### src/rtl/synth_mode_pkg.sv
// constants for the modes, bias and calibration register bank
package synth_mode_pkg;
  localparam int REG_W    = 24;
  localparam int ADDR_W   = 8;
  // offsets are register indices; byte address is four times the index
  localparam logic [ADDR_W-1:0] MODES_IDX = 8'h17;
  localparam logic [ADDR_W-1:0] BIAS_IDX  = 8'h18;
  localparam logic [ADDR_W-1:0] CAL_IDX   = 8'h19;
  localparam logic [ADDR_W-1:0] STATUS_IDX = 8'h1a;
  localparam logic [REG_W-1:0] MODES_RST = 24'h00_01ab;
  localparam logic [REG_W-1:0] BIAS_RST  = 24'h00_54c1;
  localparam logic [REG_W-1:0] CAL_RST   = 24'h00_0aaa;
  localparam logic [REG_W-1:0] CAL_REQUIRED = 24'h00_0ab2;
  localparam int MODE_MASTER_EN   = 0;
  localparam int MODE_OSC_EN      = 1;
  localparam int MODE_EXT_BUF_EN  = 2;
  localparam int MODE_SYN_BUF_EN  = 3;
  localparam int MODE_TONE1_EN    = 4;
  localparam int MODE_TONE2_EN    = 5;
  localparam int MODE_EXT_IN_EN   = 6;
  localparam int MODE_PRELOCK_MUTE = 7;
  localparam int MODE_TONE1_SE    = 8;
  localparam int MODE_TONE2_SE    = 9;
  localparam int MODE_PUMP_SEL    = 11;
  localparam int BIAS_LSB         = 19;
  localparam int BIAS_W           = 2;
  // status word bit positions
  localparam int STAT_ACTIVE   = 0;
  localparam int STAT_LOCKED   = 1;
  localparam int STAT_MUTED    = 2;
  localparam int STAT_CAL_OK   = 3;
endpackage

### src/rtl/sync_two_ff.sv
// two-flop synchroniser for a single asynchronous level
module sync_two_ff (
  input  wire logic clock,
  input  wire logic srst,
  input  wire logic async_in,
  output logic      sync_out
);
  typedef struct packed {
    logic meta;
    logic stable;
  } sync_state_t;
  sync_state_t state_r;
  sync_state_t state_nxt;
  always_comb begin
    state_nxt.meta   = async_in;
    state_nxt.stable = state_r.meta;
    if (srst) begin
      state_nxt = '0;
    end
  end
  always_ff @(posedge clock) begin
    state_r <= state_nxt;
  end
  assign sync_out = state_r.stable;
endmodule

### src/rtl/synth_mode_bias_regs.sv
// modes, bias and calibration configuration registers with enable decode
// Summary of operation
// RULE1 - modes register resets to 1AB hex, all fields read and write
// RULE2 - bit 0 plus chip enable switches the whole oscillator subsystem on
// RULE3 - bit 2 enables external oscillator buffer to output stage
// RULE4 - bit 3 enables synthesizer buffer for internal oscillator
// RULE5 - bit 4 enables first tone output buffer
// RULE6 - bit 5 enables second tone output buffer
// RULE7 - bit 6 enables external oscillator input
// RULE8 - bit 7 mutes both tone buffers until lock is reported
// RULE9 - bit 8 set drives only first negative pin, else differential
// RULE10 - bit 9 set drives only second negative pin, else differential
// RULE11 - bit 11 routes charge pump to first output when 0, second when 1
// RULE12 - bias register resets to 54C1 hex; bits 20:19 form input bias
// RULE13 - software rewrites calibration register from AAA to AB2 hex
// RULE14 - modes reserved bits reset to zero and read back last write
module synth_mode_bias_regs (
  input  wire logic        clock,
  input  wire logic        srst,
  input  wire logic [7:0]  addr,
  input  wire logic [31:0] wdata,
  input  wire logic        wr_stb,
  input  wire logic        rd_stb,
  output logic [31:0]      rdata,
  input  wire logic        chip_enable,
  input  wire logic        synth_locked,
  output logic             subsys_active,
  output logic             osc_active,
  output logic             ext_buf_en,
  output logic             syn_buf_en,
  output logic             ext_input_en,
  output logic             main_tone_neg_pin,
  output logic             main_tone_pos_pin,
  output logic             second_tone_neg_pin,
  output logic             second_tone_pos_pin,
  output logic             pump_out_first,
  output logic             pump_out_second,
  output logic [1:0]       ext_input_bias,
  output logic             cal_programmed
);
  localparam int W = synth_mode_pkg::REG_W;

  typedef struct packed {
    logic [W-1:0]  modes;
    logic [W-1:0]  bias;
    logic [W-1:0]  cal;
    logic [31:0]   rdata;
  } bank_state_t;

  bank_state_t state_r;
  bank_state_t state_nxt;
  logic        chip_en_s;
  logic        locked_s;
  logic        active;
  logic        muted;
  logic [W-1:0] status_word;

  // pins from outside the clock domain
  sync_two_ff u_sync_ce (
    .clock    (clock),
    .srst     (srst),
    .async_in (chip_enable),
    .sync_out (chip_en_s)
  );
  sync_two_ff u_sync_lock (
    .clock    (clock),
    .srst     (srst),
    .async_in (synth_locked),
    .sync_out (locked_s)
  );

  function automatic logic mode_bit(input logic [W-1:0] m, input int idx);
    return m[idx];
  endfunction

  assign active = mode_bit(state_r.modes, synth_mode_pkg::MODE_MASTER_EN) & chip_en_s; // RULE2
  // with bit 7 set, mute holds until lock, so tone outputs carry no unsettled tone
  assign muted  = mode_bit(state_r.modes, synth_mode_pkg::MODE_PRELOCK_MUTE) & ~locked_s; // RULE8

  always_comb begin
    status_word = '0;
    status_word[synth_mode_pkg::STAT_ACTIVE] = active;
    status_word[synth_mode_pkg::STAT_LOCKED] = locked_s;
    status_word[synth_mode_pkg::STAT_MUTED]  = muted;
    status_word[synth_mode_pkg::STAT_CAL_OK] = (state_r.cal == synth_mode_pkg::CAL_REQUIRED);
  end

  always_comb begin
    state_nxt = state_r;
    state_nxt.rdata = '0;
    if (wr_stb) begin
      unique case (addr)
        synth_mode_pkg::MODES_IDX: state_nxt.modes = wdata[W-1:0]; // RULE1 RULE14
        synth_mode_pkg::BIAS_IDX:  state_nxt.bias  = wdata[W-1:0]; // RULE12
        synth_mode_pkg::CAL_IDX:   state_nxt.cal   = wdata[W-1:0]; // RULE13
        default: ;
      endcase
    end
    if (rd_stb) begin
      unique case (addr)
        synth_mode_pkg::MODES_IDX:  state_nxt.rdata = {8'h00, state_r.modes};
        synth_mode_pkg::BIAS_IDX:   state_nxt.rdata = {8'h00, state_r.bias};
        synth_mode_pkg::CAL_IDX:    state_nxt.rdata = {8'h00, state_r.cal};
        synth_mode_pkg::STATUS_IDX: state_nxt.rdata = {8'h00, status_word};
        default:                    state_nxt.rdata = '0;
      endcase
    end
    if (srst) begin
      state_nxt.modes = synth_mode_pkg::MODES_RST; // RULE1 RULE14
      state_nxt.bias  = synth_mode_pkg::BIAS_RST; // RULE12
      state_nxt.cal   = synth_mode_pkg::CAL_RST;
      state_nxt.rdata = '0;
    end
  end

  always_ff @(posedge clock) begin
    state_r <= state_nxt;
  end

  assign rdata         = state_r.rdata;
  assign subsys_active = active;
  assign osc_active    = active & mode_bit(state_r.modes, synth_mode_pkg::MODE_OSC_EN);
  assign ext_buf_en    = active & mode_bit(state_r.modes, synth_mode_pkg::MODE_EXT_BUF_EN); // RULE3
  assign syn_buf_en    = active & mode_bit(state_r.modes, synth_mode_pkg::MODE_SYN_BUF_EN); // RULE4
  assign ext_input_en  = active & mode_bit(state_r.modes, synth_mode_pkg::MODE_EXT_IN_EN); // RULE7
  assign pump_out_first  = active & ~mode_bit(state_r.modes, synth_mode_pkg::MODE_PUMP_SEL); // RULE11
  assign pump_out_second = active & mode_bit(state_r.modes, synth_mode_pkg::MODE_PUMP_SEL); // RULE11
  assign ext_input_bias  = state_r.bias[synth_mode_pkg::BIAS_LSB +: synth_mode_pkg::BIAS_W]; // RULE12
  assign cal_programmed  = status_word[synth_mode_pkg::STAT_CAL_OK];

  tone_pin_ctrl u_tone1 (
    .buf_en       (active & mode_bit(state_r.modes, synth_mode_pkg::MODE_TONE1_EN)), // RULE5
    .single_ended (mode_bit(state_r.modes, synth_mode_pkg::MODE_TONE1_SE)), // RULE9
    .muted        (muted),
    .neg_en       (main_tone_neg_pin),
    .pos_en       (main_tone_pos_pin)
  );
  tone_pin_ctrl u_tone2 (
    .buf_en       (active & mode_bit(state_r.modes, synth_mode_pkg::MODE_TONE2_EN)), // RULE6
    .single_ended (mode_bit(state_r.modes, synth_mode_pkg::MODE_TONE2_SE)), // RULE10
    .muted        (muted),
    .neg_en       (second_tone_neg_pin),
    .pos_en       (second_tone_pos_pin)
  );
endmodule

### src/rtl/tone_pin_ctrl.sv
// enable decode for one local-oscillator output pin pair
module tone_pin_ctrl (
  input  wire logic buf_en,
  input  wire logic single_ended,
  input  wire logic muted,
  output logic      neg_en,
  output logic      pos_en
);
  // negative pin always carries the single-ended signal
  assign neg_en = buf_en & ~muted;
  assign pos_en = buf_en & ~muted & ~single_ended;
endmodule
### config.mk
export PLATFORM = sky130hd
export DESIGN_NAME = synth_mode_bias_regs
export DESIGN_NICKNAME = d
export VERILOG_FILES = /design/src/rtl/synth_mode_pkg.sv /design/src/rtl/sync_two_ff.sv /design/src/rtl/synth_mode_bias_regs.sv /design/src/rtl/tone_pin_ctrl.sv
export SDC_FILE = /design/constraint.sdc
export NUM_CORES = 1
export LEC_CHECK = 0
export ABC_AREA = 0
export BUFFER_PORTS_ARGS = -buffer_cell sky130_fd_sc_hd__buf_2
export CORE_ASPECT_RATIO = 0.9
export CORE_MARGIN = 5
export CORE_UTILIZATION = 45
export DETAILED_ROUTE_END_ITERATION = 8
export PLACE_DENSITY = 0.78
export SETUP_SLACK_MARGIN = 0.2
export SLEW_MARGIN = 20
export SYNTH_ARGS = -nofsm -noshare
export SYNTH_HDL_FRONTEND = slang
export SYNTH_SLANG_ARGS = --single-unit
### constraint.sdc
create_clock -name clock -period 1.85 [get_ports clock]
set_clock_uncertainty 0.15 [all_clocks]
set_input_delay 0 -clock clock [delete_from_list [all_inputs] [get_ports clock]]
set_output_delay 0 -clock clock [all_outputs]
set_load 0.05 [all_outputs]
* Word level (Yosys, flattened, before mapping)
Index checks and enable logic that the tools add are counted.
** Storage, ports and cells
- Flip-flop bits (word level) :: 108
- Input port bits :: 46
- Output and inout port bits :: 46
- Word-level logic and storage cells :: 38
** Operators by class
- Equality and inequality tests :: 5
- Mux-type cells :: 1
- Bitwise gates (word level) :: 20
- Reduce and logical (&&, ||, !) cells :: 4
** Operators by type and width (number)
- $pmux 24 s4 :: 1
- $eq 8x5->1 const B :: 4
- $eq 24x12->1 const B :: 1
- $and 1x1->1 :: 14
- $not 1->1 :: 6
- $reduce_and 2->1 :: 3
- $reduce_or 2->1 :: 1

* Longest topological paths before layout
Gate-level depths: netlist of the first run.
- Depth in word-level cells :: 5
- Depth in mapped cells :: 8
- Depth with buffers taken out :: 5

* Cells and area by module
From an unflattened synthesis of the first run, not the netlist that was laid out.
** Second synthesis, totals
- Cell total of the unflattened synthesis :: 496
- Area, all modules :: 4217.8 um^2
** Modules (own cells, without submodules)
- synth_mode_bias_regs :: instances 1, cells an instance 484, area each 4075.2 um^2, sequential area each 1921.8 um^2
- sync_two_ff :: instances 2, cells an instance 4, area each 52.6 um^2, sequential area each 40.0 um^2
- tone_pin_ctrl :: instances 2, cells an instance 2, area each 18.8 um^2, sequential area each 0.0 um^2

* Worst setup path after synthesis of the first run
Ideal clock, no wire load.
- Path kind :: flip-flop to output port
- Start :: register state_r[80] (netlist bit)
- End :: output port second_tone_pos_pin
- Arrival :: 1.814 ns
- Data required time :: 1.700 ns
- Path slack :: -0.114 ns
- Stages on the path, launching flop included :: 5
- Cells stage by stage :: dfxtp_1 > nand2_1 > nor2_1 > and2_1 > nor2b_1
** Between the ends
- Longest elaborated chain between the ends :: 4
** Ends and longest elaborated chain
- start, declared :: line synth_mode_bias_regs.sv:50 : bank_state_t state_r;
- start signal, assigned :: line synth_mode_bias_regs.sv:117 : state_r <= state_nxt;
- $and 1x1->1 :: line synth_mode_bias_regs.sv:76 : assign active = mode_bit(state_r.modes, synth_mode_pkg::MODE_MASTER_EN) & chip_en_s;
- $and 1x1->1 :: line synth_mode_bias_regs.sv:139 : .buf_en (active & mode_bit(state_r.modes, synth_mode_pkg::MODE_TONE2_EN)),
- $and 1x1->1
- net second_tone_neg_pin :: line synth_mode_bias_regs.sv:34 : output logic second_tone_neg_pin,
- $and 1x1->1 :: line tone_pin_ctrl.sv:11 : assign pos_en = buf_en & ~muted & ~single_ended;
- end, declared :: line synth_mode_bias_regs.sv:35 : output logic second_tone_pos_pin,
The timed path passes the listed nets, and every way through them passes these cells.

* Final worst setup path of the first run
- Start :: register state_r[47] (netlist bit)
- End :: output port cal_programmed
** Between the ends
- Longest elaborated chain between the ends :: 1
** Ends and longest elaborated chain
- $eq 24x12->1 :: line synth_mode_bias_regs.sv:85 : status_word[synth_mode_pkg::STAT_CAL_OK] = (state_r.cal == synth_mode_pkg::CAL_REQUIRED);
- end, declared :: line synth_mode_bias_regs.sv:39 : output logic cal_programmed
Every way passes these cells.

==> results.txt, run 1 <==
----------------------------------------------------
[Route]
  Detailed-router iteration count before antenna repair ... 5
  Via-to-Cell Ratio ... approximately 5.3
  Average routed wire per standard cell ... 15.5 um
  Number of nets with antenna violations after routing ... 0
  Initial DRC Count ... roughly 340
  Routed vias ... between 3k and 4k
  Number of DRC violations after detailed routing ... 0
  Routed wire length ... approximately 11000 um

[Power]
  Switching power share of the total ... 0.238
  Sequential share of power ... 0.581
  Overall power of the completed layout ... between 3 and 4 mW
  Power share of the combinational group ... 0.075
  Total power divided by cell area ... roughly 700 nW/um^2
  Net load switching power ... 0.885 mW
  Share of power burned in the clock network ... 0.344
  Internal portion of total power ... 2.83 mW
  Max VDD drop ... ~0.00035 V
  Leak pwr ... between 2 and 2.5 nW

[Global route]
  Overflow after GRT ... 0
  Vias in the first global route ... around 3.7k
  Maximum number of pins on one net before global-route repair ... 85
  Total global-route track usage ... 0.198
  Wire length of the first global-routing pass ... 18200 um
  Initial antenna violation count ... 0

[Logic synthesis]
  Netlist area before placement ... around 4200 sq um
  Count of state elements after synthesis ... 100
  Share of async-settable or async-resettable flops after synthesis ... 0
  Cell types with the largest area share after synthesis ... sky130_fd_sc_hd__dfxtp_1 (48%), sky130_fd_sc_hd__nand2_1 (11%), sky130_fd_sc_hd__a21oi_1 (7.8%), sky130_fd_sc_hd__buf_4 (7.1%), sky130_fd_sc_hd__a22o_1 (5.0%)
  Most area-hungry cell type in the Yosys netlist ... sky130_fd_sc_hd__dfxtp_1
  Most repeated cell in the gate-level netlist after synthesis ... sky130_fd_sc_hd__nand2_1
  Mean area per synthesized cell ... between 8 and 9 sq um
  Syn. warnings ... 0
  Share of the synthesized area in the top cell type ... 0.475
  Number of distinct library cells after synthesis ... 33
  Most used flip-flop cell after synthesis ... sky130_fd_sc_hd__dfxtp_1
  Post-synthesis sequential area ratio ... 0.475
  Number of instances in the synthesized netlist ... slightly above 500
  Commonest cells in the netlist ... sky130_fd_sc_hd__nand2_1 (123), sky130_fd_sc_hd__dfxtp_1 (100), sky130_fd_sc_hd__a21oi_1 (66), sky130_fd_sc_hd__buf_4 (40), sky130_fd_sc_hd__nor2_1 (35)
  Number of enable-type register cells in the synthesized netlist ... 0

[Die]
  Die ar. ... approximately 11000 sq um
  Vertical die dimension ... between 100 and 150 um
  Floorplan core area ... about 9100 sq um
  I/O pin count ... 92
  Die boundary width ... roughly 110 um
  Placement row count ... 33
  Starting density of the core ... 0.462

[Critical path]
  Critical path launch point ... state_r[47]$_SDFFE_PP0P_
  Element type at the critical path end ... output pin
  CP Launch Type ... flop
  Startpoint of the lowest-slack register-to-register path ... state_r[35]$_SDFFE_PP1P_
  Setup slack, reg-to-reg ... 0.21 ns
  Worst endpoint required time ... about 1.7 ns
  Max Fanout on Critical Path ... 2
  Worst Path Arrival ... about 1.6 ns
  Classification of the worst setup path ... flop to output pin

[Clocking]
  Clock latency on the worst-skew pair ... around 0.36 ns
  Max H-tree Level ... 3
  Number of buffers between clock root and the deepest sink ... 2
  Clock sink count ... 100
  Number of CTS-inserted buffers ... 9
  CTS tree ... done
  Clk pin slew, worst setup/hold paths ... about 0.090 ns
  Root buffer cell ... sky130_fd_sc_hd__clkbuf_8

[Worst hold path]
  Path class of the lowest-slack min-delay path ... input port to flop
  Launch point of the worst hold path ... addr[1]

[STA]
  Final clock period utilization by the worst path ... 0.944
  Setup violators final ... 0
  Endpoints failing hold ... 0
  Highest Clock Rate ... between 0.5 and 0.6 GHz
  Min Tclk post-route ... 1.75 ns
  Final-report max-slew violation count ... 0
  RSZ-0062 raised after global routing ... true
  Total Negative Setup Slacks ... 0 ns

[Placement]
  Area post-placement ... between 4000 and 5000 sq um
  Buffers added on ports ... 75
  Post-Place Cells ... roughly 670
  Estimated wirelength of the detail-placed design ... approximately 7400 um
  Routability congestion estimate ... approximately 0.86

[Finish]
  Area delta synth->final ... 22.7%
  Diodes inserted ... 0
  Final non-filler cell total ... 715
  Final net count ... around 630
  Final std cell area, no fill ... ~5200 sq um
  Share of layout cells above drive strength 1 ... 0.238

[Run]
  Count of maximum capacitance violations ... 0

[Run status]
  Run status ... finished, final reports clean

----------------------------------------------------
[registers in the layout, summed over array words and instances, names as in the netlist]
register and cells:
u_sync_ce.state_r 1, u_sync_ce.sync_out 1, u_sync_lock.state_r 1, ext_input_bias 2, rdata 24, u_sync_lock.sync_out 1
state_r 70
[area by class of cell]
| type | instances | area [sq um] |
|---|---|---|
| Clock buffer | 13 | 159 |
| Sequential cell | 100 | 2010 |
| Clock inverter | 3 | 21.3 |
| Timing Repair Buffer | 132 | 960 |
| Tap cell | 122 | 153 |
| Multi-Input combinational cell | 342 | 1860 |
| Fill cell | 845 | 3960 |
| Inverter | 3 | 11.3 |
[layout by cell type (no fill, tap or decap), types with 17 or more instances in the layout]
cell and instances:
sky130_fd_sc_hd__nand2_1 122, sky130_fd_sc_hd__dfxtp_1 96, sky130_fd_sc_hd__buf_2 72, sky130_fd_sc_hd__a21oi_1 66
sky130_fd_sc_hd__nor2_1 33, sky130_fd_sc_hd__dlygate4sd3_1 30, sky130_fd_sc_hd__a22o_1 24, sky130_fd_sc_hd__buf_4 22
sky130_fd_sc_hd__a22oi_1 20, sky130_fd_sc_hd__nor3_1 17
[per-layer routing]
metal / share of wire / vias up / track usage
met2: 0.49 / 162 / 0.347
li1: - / 1830 / -
met1: 0.41 / 1792 / 0.240
met4: 0.018 / 0 / 0.0610
met5: 0 / - / 0
met3: 0.080 / 19 / 0.0532
[critical path, stage by stage, from the launching register on]
cell and delay (ns):
sky130_fd_sc_hd__dfxtp_2 0.35, sky130_fd_sc_hd__nor4_4 0.32, sky130_fd_sc_hd__nand4_1 0.21, sky130_fd_sc_hd__nor2_1 0.18, sky130_fd_sc_hd__buf_6 0.18
[final timing paths]
check	to	cells past startpoint
worst max-delay path	cal_programmed	4
worst min-delay path	rdata[3]$_SDFF_PP0_	4
worst max register to register	rdata[3]$_SDFF_PP0_	6
worst min register to register	u_sync_lock.sync_out$_SDFF_PP0_	1
[power groups by stage]
stage | sequential, mW | clock (mW) | combinational (mW)
after floorplan | 2.21 | 0 | 0.144
after global placement | 2.21 | 0 | 0.222
after detailed placement | 2.21 | 0 | 0.225
after CTS | 2.16 | 1.29 | 0.275
after global routing | 2.16 | 1.39 | 0.299
final | 2.16 | 1.28 | 0.280
[per-stage QoR]
step,utilization,setup WS [ns],hold WS [ns]
4_1_cts,0.564,0.110,0.0393
2_1_floorplan,-,0.192,-0.0290
6_report,0.567,0.104,0.0535
3_5_place_dp,0.502,-0.0470,0.0680
3_3_place_gp,0.502,0.0202,0.0645
5_1_grt,0.567,0.0406,0.0808
[repair_timing]
item                                    in CTS  in global routing
endpoints found under the setup margin       6                  6
resized for setup                           20                  4
buffers inserted                             2                  1
hold endpoints to repair                    78                  0
hold buffers                                30                  0
pin swaps                                    5                  4
[cell families (layout without fill, tap and decap cells)]
family,Yosys count,after routing,synth area share
compound gates,113,113,0.171
buf+inv,74,151,0.111
simple gates,218,218,0.235
other cells,1,8,0.000890
mux,3,3,0.00713
flops,100,100,0.475
No activity file was read; power rests on OpenSTA's default activity.
==> run 2, diff against run 1 <==
Settings changed: MAX_ROUTING_LAYER from default to met4, SYNTH_HIERARCHICAL from default to 1.
==> run 2 against run 1 <==
Net effect:
- the flow now finishes with violations (negative setup slack)
- cell count decreased by 2.4%
- highest routed layer unchanged
- sequential power about the same
- combinational power down 6%
- die area up 0.11%
- clock-buffer cell count decreased by 2
- utilization decreased by 1.1 points
- maximum frequency down 10%
- power up 3.0%
- sequential share of layout area grew 0.74 points
- critical path depth up 2
- worst hold slack lost 0.020 ns
- non-clock buffer count down 3
==> results.txt, run 2 <==
----------------------------------------------------
[Power]
  Sequential share of power ... 0.565 (was 0.581)
  Net load switching power ... 0.896 mW (was 0.885 mW)
  Internal portion of total power ... 2.93 mW (was 2.83 mW)
  Max VDD drop ... 0.000364 V (was 0.000349 V)
  Overall power of the completed layout ... 3.83 mW (was 3.72 mW)
  Leak pwr ... 2.01 nW (was 2.04 nW)
  Switching power share of the total ... 0.234 (was 0.238)
  Total power divided by cell area ... 755 nW/um^2 (was 719 nW/um^2)
  Share of power burned in the clock network ... 0.367 (was 0.344)
  Power share of the combinational group ... 0.068 (was 0.075)

[STA]
  Transition time at the pin with the least slew margin ... between 0.7 and 0.8 ns
  RSZ-0062 raised after global routing ... true (unchanged)
  Final clock period utilization by the worst path ... 1.05 (was 0.944)
  Setup violators final ... 1 (was 0)
  Worst Setup Slack, final ... -0.101 ns (was 0.104 ns)
  Final-report max-slew violation count ... 0 (unchanged)
  Highest Clock Rate ... 0.513 GHz (was 0.573 GHz)
  Min Tclk post-route ... 1.95 ns (was 1.75 ns)
  Endpoints failing hold ... 0 (unchanged)
  Max transition margin ... 0.508

[Finish]
  Area delta synth->final ... 20.1% (was 22.7%)
  Final net count ... 617 (was 634)
  Flip-flop count of the largest register, all copies and words added ... 70 (unchanged)
  Most frequent standard cell in the layout excluding fill and tap cells ... sky130_fd_sc_hd__nand2_1 (unchanged)
  Utilization after layout ... 0.555 (was 0.567)
  Final std cell area, no fill ... 5070 sq um (was 5170 sq um)
  Final non-filler cell total ... 698 (was 715)
  Largest register by flop count ... state_r (unchanged)
  Diodes inserted ... 0 (unchanged)
  Most used cells in the layout excluding fill and tap cells ... sky130_fd_sc_hd__nand2_1 (121), sky130_fd_sc_hd__dfxtp_1 (96), sky130_fd_sc_hd__buf_2 (74) (was sky130_fd_sc_hd__nand2_1 (122), sky130_fd_sc_hd__dfxtp_1 (96), sky130_fd_sc_hd__buf_2 (72))
  Share of layout cells above drive strength 1 ... 0.233 (was 0.238)

[Clocking]
  CTS tree ... done (unchanged)
  Number of buffers between clock root and the deepest sink ... 2 (unchanged)
  Clock sink count ... 100 (unchanged)
  Clock latency on the worst-skew pair ... 0.36 ns (about the same)
  Root buffer cell ... sky130_fd_sc_hd__clkbuf_8 (unchanged)
  Max H-tree Level ... 3 (unchanged)
  Clk pin slew, worst setup/hold paths ... 0.10 ns (was 0.09 ns)
  Number of CTS-inserted buffers ... 9 (unchanged)

[Route]
  Routed vias ... 3839 (was 3803)
  Number of nets with antenna violations after routing ... 0 (unchanged)
  Detailed-router iteration count before antenna repair ... 6 (was 5)
  Via-to-Cell Ratio ... 5.50 (was 5.32)
  Initial DRC Count ... 371 (was 335)
  Average routed wire per standard cell ... 15.8 um (was 15.5 um)
  Routed wire length ... 11100 um (about the same)
  Number of DRC violations after detailed routing ... 0 (unchanged)

[Die]
  Starting density of the core ... 0.462 (about the same)
  Die boundary width ... 112 um (about the same)
  Placement row count ... 33 (unchanged)
  Die ar. ... 11400 sq um (about the same)
  I/O pin count ... 92 (unchanged)
  Vertical die dimension ... 102 um (about the same)
  Floorplan core area ... 9130 sq um (unchanged)

[Placement]
  Estimated wirelength of the detail-placed design ... 7210 um (was 7380 um)
  Routability congestion estimate ... 0.833 (was 0.861)
  Area post-placement ... 4540 sq um (was 4580 sq um)
  Placement-stage worst setup slack ... -0.00677 ns (was -0.0470 ns)
  Post-Place Cells ... 653 (was 666)
  Buffers added on ports ... 75 (unchanged)

[Logic synthesis]
  Netlist area before placement ... 4220 sq um (was 4210 sq um)
  Number of distinct library cells after synthesis ... 41 (was 33)
  Commonest cells in the netlist ... sky130_fd_sc_hd__nand2_1 (121), sky130_fd_sc_hd__dfxtp_1 (100), sky130_fd_sc_hd__a21oi_1 (57), sky130_fd_sc_hd__buf_4 (34), sky130_fd_sc_hd__nand3_1 (25) (was sky130_fd_sc_hd__nand2_1 (123), sky130_fd_sc_hd__dfxtp_1 (100), sky130_fd_sc_hd__a21oi_1 (66), sky130_fd_sc_hd__buf_4 (40), sky130_fd_sc_hd__nor2_1 (35))
  Number of instances in the synthesized netlist ... 496 (was 509)
  Share of the synthesized area in the top cell type ... 0.475 (about the same)
  Post-synthesis sequential area ratio ... 0.475 (about the same)
  Cell types with the largest area share after synthesis ... sky130_fd_sc_hd__dfxtp_1 (47%), sky130_fd_sc_hd__nand2_1 (11%), sky130_fd_sc_hd__a21oi_1 (6.8%), sky130_fd_sc_hd__buf_4 (6.1%), sky130_fd_sc_hd__a222oi_1 (5.0%) (was sky130_fd_sc_hd__dfxtp_1 (48%), sky130_fd_sc_hd__nand2_1 (11%), sky130_fd_sc_hd__a21oi_1 (7.8%), sky130_fd_sc_hd__buf_4 (7.1%), sky130_fd_sc_hd__a22o_1 (5.0%))
  Most used flip-flop cell after synthesis ... sky130_fd_sc_hd__dfxtp_1 (unchanged)
  Most repeated cell in the gate-level netlist after synthesis ... sky130_fd_sc_hd__nand2_1 (unchanged)
  Mean area per synthesized cell ... 8.50 sq um (was 8.28 sq um)
  Most area-hungry cell type in the Yosys netlist ... sky130_fd_sc_hd__dfxtp_1 (unchanged)
  Share of async-settable or async-resettable flops after synthesis ... 0 (unchanged)
  Number of enable-type register cells in the synthesized netlist ... 0 (unchanged)
  Syn. warnings ... 6 (was 0)
  Count of state elements after synthesis ... 100 (unchanged)

[Critical path]
  CP Launch Type ... flop (unchanged)
  Max Fanout on Critical Path ... 2 (unchanged)
  Worst Path Arrival ... 1.80 ns (was 1.60 ns)
  Worst endpoint required time ... 1.70 ns (about the same)
  Classification of the worst setup path ... flop to output pin (unchanged)
  Element type at the critical path end ... output pin (unchanged)

[Global route]
  Maximum number of pins on one net before global-route repair ... 77 (was 85)
  Initial antenna violation count ... 0 (unchanged)
  Vias in the first global route ... 3664 (was 3698)
  Wire length of the first global-routing pass ... 18100 um (was 18200 um)
  Total global-route track usage ... 0.202 (was 0.198)
  Overflow after GRT ... 0 (unchanged)

[Run status]
  Violated checks ... negative setup slack
  Run status ... complete, but fails checks (was finished, final reports clean)

[Run]
  Count of maximum capacitance violations ... 0 (unchanged)

[Worst hold path]
  Path class of the lowest-slack min-delay path ... input port to flop (unchanged)

----------------------------------------------------
run 2: layout make-up:
| type | count | area (sq um) |
|---|---|---|
| Fill cell | 793 | 4060 |
| Inverter | 2 | 7.51 |
| Multi-Input combinational cell | 329 | 1820 |
| Tap cell | 122 | 153 |
| Clock inverter | 5 | 60.1 |
| Sequential cell | 100 | 2010 |
| Clock buffer | 11 | 141 |
| Timing Repair Buffer | 129 | 882 |
run 2: path summary, 6_finish.rpt:
check                                         start                               to  slack (ns)  cells past startpoint
setup / recovery           state_r[47]$_SDFFE_PP0P_                   cal_programmed       -0.10                      6
hold reg to reg   u_sync_lock/state_r[1]$_SDFF_PP0_  u_sync_lock/sync_out$_SDFF_PP0_        0.30                      1
setup reg to reg           state_r[47]$_SDFFE_PP0P_              rdata[3]$_SDFF_PP0_        0.08                      5
hold / removal                               wr_stb         state_r[45]$_SDFFE_PP0P_        0.03                      4
run 2: repair_timing:
item	4_1_cts	5_1_grt
hold endpoints to repair	76	0
pin swaps	1	0
gates resized for setup	10	0
endpoints found under the setup margin	4	2
hold buffers	28	0
buffers inserted	1	0
run 2: critical path, cell delays in order (launching register included):
cell                      delay, ns
sky130_fd_sc_hd__dfxtp_2       0.35
sky130_fd_sc_hd__nor4_4        0.30
sky130_fd_sc_hd__buf_4         0.15
sky130_fd_sc_hd__nand4_1       0.13
sky130_fd_sc_hd__buf_4         0.19
sky130_fd_sc_hd__nor3_4        0.14
sky130_fd_sc_hd__buf_6         0.18
run 2: cell families (layout without fill, tap and decap cells):
family | after synthesis | count (layout) | synth area share
and+or+nand+nor | 236 | 236 | 0.282
other | 1 | 8 | 0.000889
AOI/OAI and AO/OA | 83 | 83 | 0.126
buffers and inverters | 74 | 147 | 0.112
DFF | 100 | 100 | 0.475
muxes | 2 | 2 | 0.00475
run 2: power groups by stage:
stage,Sequential (mW),Clock [mW],Combinational (mW)
after detailed placement,2.21,0,0.211
after global routing,2.16,1.51,0.279
after floorplan,2.21,0,0.141
after CTS,2.16,1.42,0.258
final,2.16,1.40,0.262
after global placement,2.21,0,0.207
run 2: layer usage:
layer  track usage  vias to the layer above  wire length, um
met2         0.330                      178             5370
met4        0.0693                        0              204
met5             -                        -                0
met3        0.0355                       28              906
met1         0.256                     1815             4580
li1              -                     1818                -
run 2: metrics by stage:
stage | setup TNS [ns] | hold WS [ns]
6_report | -0.101 | 0.0337
3_3_place_gp | 0 | 0.0557
2_1_floorplan | 0 | -0.0784
3_5_place_dp | -0.0109 | 0.0669
4_1_cts | -0.0972 | 0.0205
5_1_grt | -0.177 | 0.0298
==> run 3, diff against run 2 <==
Settings changed: SKIP_LAST_GASP from default to 1, SYNTH_HIERARCHICAL 1 to default.
==> run 3 against run 2 <==
Net effect:
- the flow now finishes without violations
- cell count is 2.4% higher
- combinational power is 6% higher
- via count is 0.42% lower
- register-to-register slack better by 0.12 ns
- worst hold slack better by 0.019 ns
- routed wire length is 0.53% lower
- die area is 0.11% lower
- global-route usage is 0.16 points higher
- utilization is 1.1 points higher
- critical endpoint unchanged
- largest cell class unchanged
==> results.txt, run 3 (synthesis gave the netlist of run 1 again) <==
----------------------------------------------------
[Run status]
  Run status ... finished, final reports clean (was complete, but fails checks)

[Global route]
  Vias in the first global route ... 3705 (was 3664)
  Maximum number of pins on one net before global-route repair ... 85 (was 77)
  Overflow after GRT ... 0 (unchanged)
  Total global-route track usage ... 0.204 (was 0.202)
  Initial antenna violation count ... 0 (unchanged)
  Wire length of the first global-routing pass ... 18100 um (about the same)

[STA]
  Setup violators final ... 0 (was 1)
  Final clock period utilization by the worst path ... 0.939 (was 1.05)
  RSZ-0062 raised after global routing ... true (unchanged)
  Final-report max-slew violation count ... 0 (unchanged)
  Highest Clock Rate ... 0.576 GHz (was 0.513 GHz)
  Endpoints failing hold ... 0 (unchanged)
  Min Tclk post-route ... 1.74 ns (was 1.95 ns)

[Finish]
  Utilization after layout ... 0.567 (was 0.555)
  Share of layout cells above drive strength 1 ... 0.238 (was 0.233)
  Fill cell instance count of the final layout ... 845 (was 793)
  Final std cell area, no fill ... 5170 sq um (was 5070 sq um)
  Largest register by flop count ... state_r (unchanged)
  Flip-flop count of the largest register, all copies and words added ... 70 (unchanged)
  Most frequent standard cell in the layout excluding fill and tap cells ... sky130_fd_sc_hd__nand2_1 (unchanged)
  Area delta synth->final ... 22.7% (was 20.1%)
  Most used cells in the layout excluding fill and tap cells ... sky130_fd_sc_hd__nand2_1 (122), sky130_fd_sc_hd__dfxtp_1 (96), sky130_fd_sc_hd__buf_2 (72) (was sky130_fd_sc_hd__nand2_1 (121), sky130_fd_sc_hd__dfxtp_1 (96), sky130_fd_sc_hd__buf_2 (74))
  Final net count ... 634 (was 617)
  Diodes inserted ... 0 (unchanged)

[Power]
  Internal portion of total power ... 2.83 mW (was 2.93 mW)
  Net load switching power ... 0.882 mW (was 0.896 mW)
  Power share of the combinational group ... 0.075 (was 0.068)
  Leak pwr ... 2.04 nW (was 2.01 nW)
  Switching power share of the total ... 0.237 (was 0.234)
  Share of power burned in the clock network ... 0.344 (was 0.367)
  Sequential share of power ... 0.581 (was 0.565)
  Max VDD drop ... 0.000343 V (was 0.000364 V)
  Total power divided by cell area ... 718 nW/um^2 (was 755 nW/um^2)

[Die]
  Vertical die dimension ... 102 um (about the same)
  I/O pin count ... 92 (unchanged)
  Placement row count ... 33 (unchanged)
  Starting density of the core ... 0.462 (about the same)
  Die ar. ... 11400 sq um (about the same)
  Floorplan core area ... 9130 sq um (unchanged)
  Die boundary width ... 112 um (about the same)

[Critical path]
  Worst Path Arrival ... 1.59 ns (was 1.80 ns)
  Classification of the worst setup path ... flop to output pin (unchanged)
  Setup slack, reg-to-reg ... 0.20 ns (was 0.08 ns)
  Startpoint of the lowest-slack register-to-register path ... state_r[35]$_SDFFE_PP1P_ (was state_r[47]$_SDFFE_PP0P_)
  Depth of the worst register-to-register path ... 6 (was 5)
  Element type at the critical path end ... output pin (unchanged)
  Worst endpoint required time ... 1.70 ns (about the same)
  Reg-to-reg endpoint ... rdata[3]$_SDFF_PP0_ (unchanged)
  CP Launch Type ... flop (unchanged)
  Max Fanout on Critical Path ... 2 (unchanged)

[Route]
  Average routed wire per standard cell ... 15.4 um (was 15.8 um)
  Routed vias ... 3823 (was 3839)
  Detailed-router iteration count before antenna repair ... 5 (was 6)
  Via-to-Cell Ratio ... 5.35 (was 5.50)
  Initial DRC Count ... 331 (was 371)
  Number of DRC violations after detailed routing ... 0 (unchanged)
  Routed wire length ... 11000 um (was 11100 um)
  Number of nets with antenna violations after routing ... 0 (unchanged)

[Clocking]
  CTS tree ... done (unchanged)
  Number of buffers between clock root and the deepest sink ... 2 (unchanged)
  Root buffer cell ... sky130_fd_sc_hd__clkbuf_8 (unchanged)
  Clock latency on the worst-skew pair ... 0.36 ns (about the same)
  Clock sink count ... 100 (unchanged)
  Number of CTS-inserted buffers ... 9 (unchanged)
  Max H-tree Level ... 3 (unchanged)
  Clk pin slew, worst setup/hold paths ... 0.09 ns (was 0.10 ns)

[Placement]
  Routability congestion estimate ... 0.875 (was 0.833)
  Estimated wirelength of the detail-placed design ... 7380 um (was 7210 um)
  Buffers added on ports ... 75 (unchanged)
  Area post-placement ... 4580 sq um (was 4540 sq um)

[Worst hold path]
  Hold worst-path end ... rdata[3]$_SDFF_PP0_ (was state_r[45]$_SDFFE_PP0P_)
  Launch point of the worst hold path ... addr[1] (was wr_stb)
  WHS Path Cells ... 4 (unchanged)
  Path class of the lowest-slack min-delay path ... input port to flop (unchanged)

[Run]
  Count of maximum capacitance violations ... 0 (unchanged)

----------------------------------------------------
run 3: per-layer routing:
metal | GRT usage | wire length [um]
met3 | 0.0502 | 745
met4 | 0.0638 | 219
met2 | 0.344 | 5430
met5 | - | 0
met1 | 0.242 | 4600
run 3: how the worst max path moves through the flow:
stage,start,endpoint,slack [ns],cells after the start
after floorplan,addr[5],rdata[10]$_SDFF_PP0_,0.19,7
after global placement,addr[5],rdata[16]$_SDFF_PP0_,0.02,7
after detailed placement,addr[5],rdata[21]$_SDFF_PP0_,-0.05,7
after CTS,state_r[47]$_SDFFE_PP0P_,cal_programmed,0.11,4
after global routing,state_r[47]$_SDFFE_PP0P_,cal_programmed,0.04,4
final,state_r[47]$_SDFFE_PP0P_,cal_programmed,0.11,4
run 3: power by group through the flow:
stage          Combinational (mW)  Clock (mW)  Sequential (mW)
2_1_floorplan               0.144           0             2.21
3_3_place_gp                0.222           0             2.21
3_5_place_dp                0.225           0             2.21
4_1_cts                     0.275        1.29             2.16
5_1_grt                     0.299        1.39             2.16
6_report                    0.279        1.28             2.16
run 3: per-stage QoR:
stage / hold WS (ns) / setup slack (ns) / setup TNS [ns] / instances / power, mW
2_1_floorplan: -0.0290 / 0.192 / 0 / 516 / 2.35
3_3_place_gp: 0.0645 / 0.0202 / 0 / 666 / 2.43
3_5_place_dp: 0.0680 / -0.0470 / -0.573 / 666 / 2.43
4_1_cts: 0.0393 / 0.110 / 0 / 714 / 3.73
5_1_grt: 0.0808 / 0.0406 / 0 / 715 / 3.85
6_report: 0.0531 / 0.113 / 0 / 715 / 3.71
run 3: final cells by class:
cell class	instances	area, sq um	share of cell area
multi-input combinational	342	1860	0.359
timing repair buffer	132	960	0.186
clock inverter	3	21.3	0.00411
inverter	3	11.3	0.00218
tap	122	153	0.0295
clock buffer	13	159	0.0307
sequential	100	2010	0.389
run 3: timing repair:
action / in CTS / in global routing
setup endpoints to repair: 6 / 6
hold buffers: 30 / 0
resized for setup: 20 / 4
hold endpoints to repair: 78 / 0
buffers inserted: 2 / 1
pin swaps: 5 / 4
run 3: worst max-delay path, cell delays in order (launching register included):
cell and delay (ns):
sky130_fd_sc_hd__dfxtp_2 0.35, sky130_fd_sc_hd__nor4_4 0.32, sky130_fd_sc_hd__nand4_1 0.21, sky130_fd_sc_hd__nor2_1 0.18, sky130_fd_sc_hd__buf_6 0.18
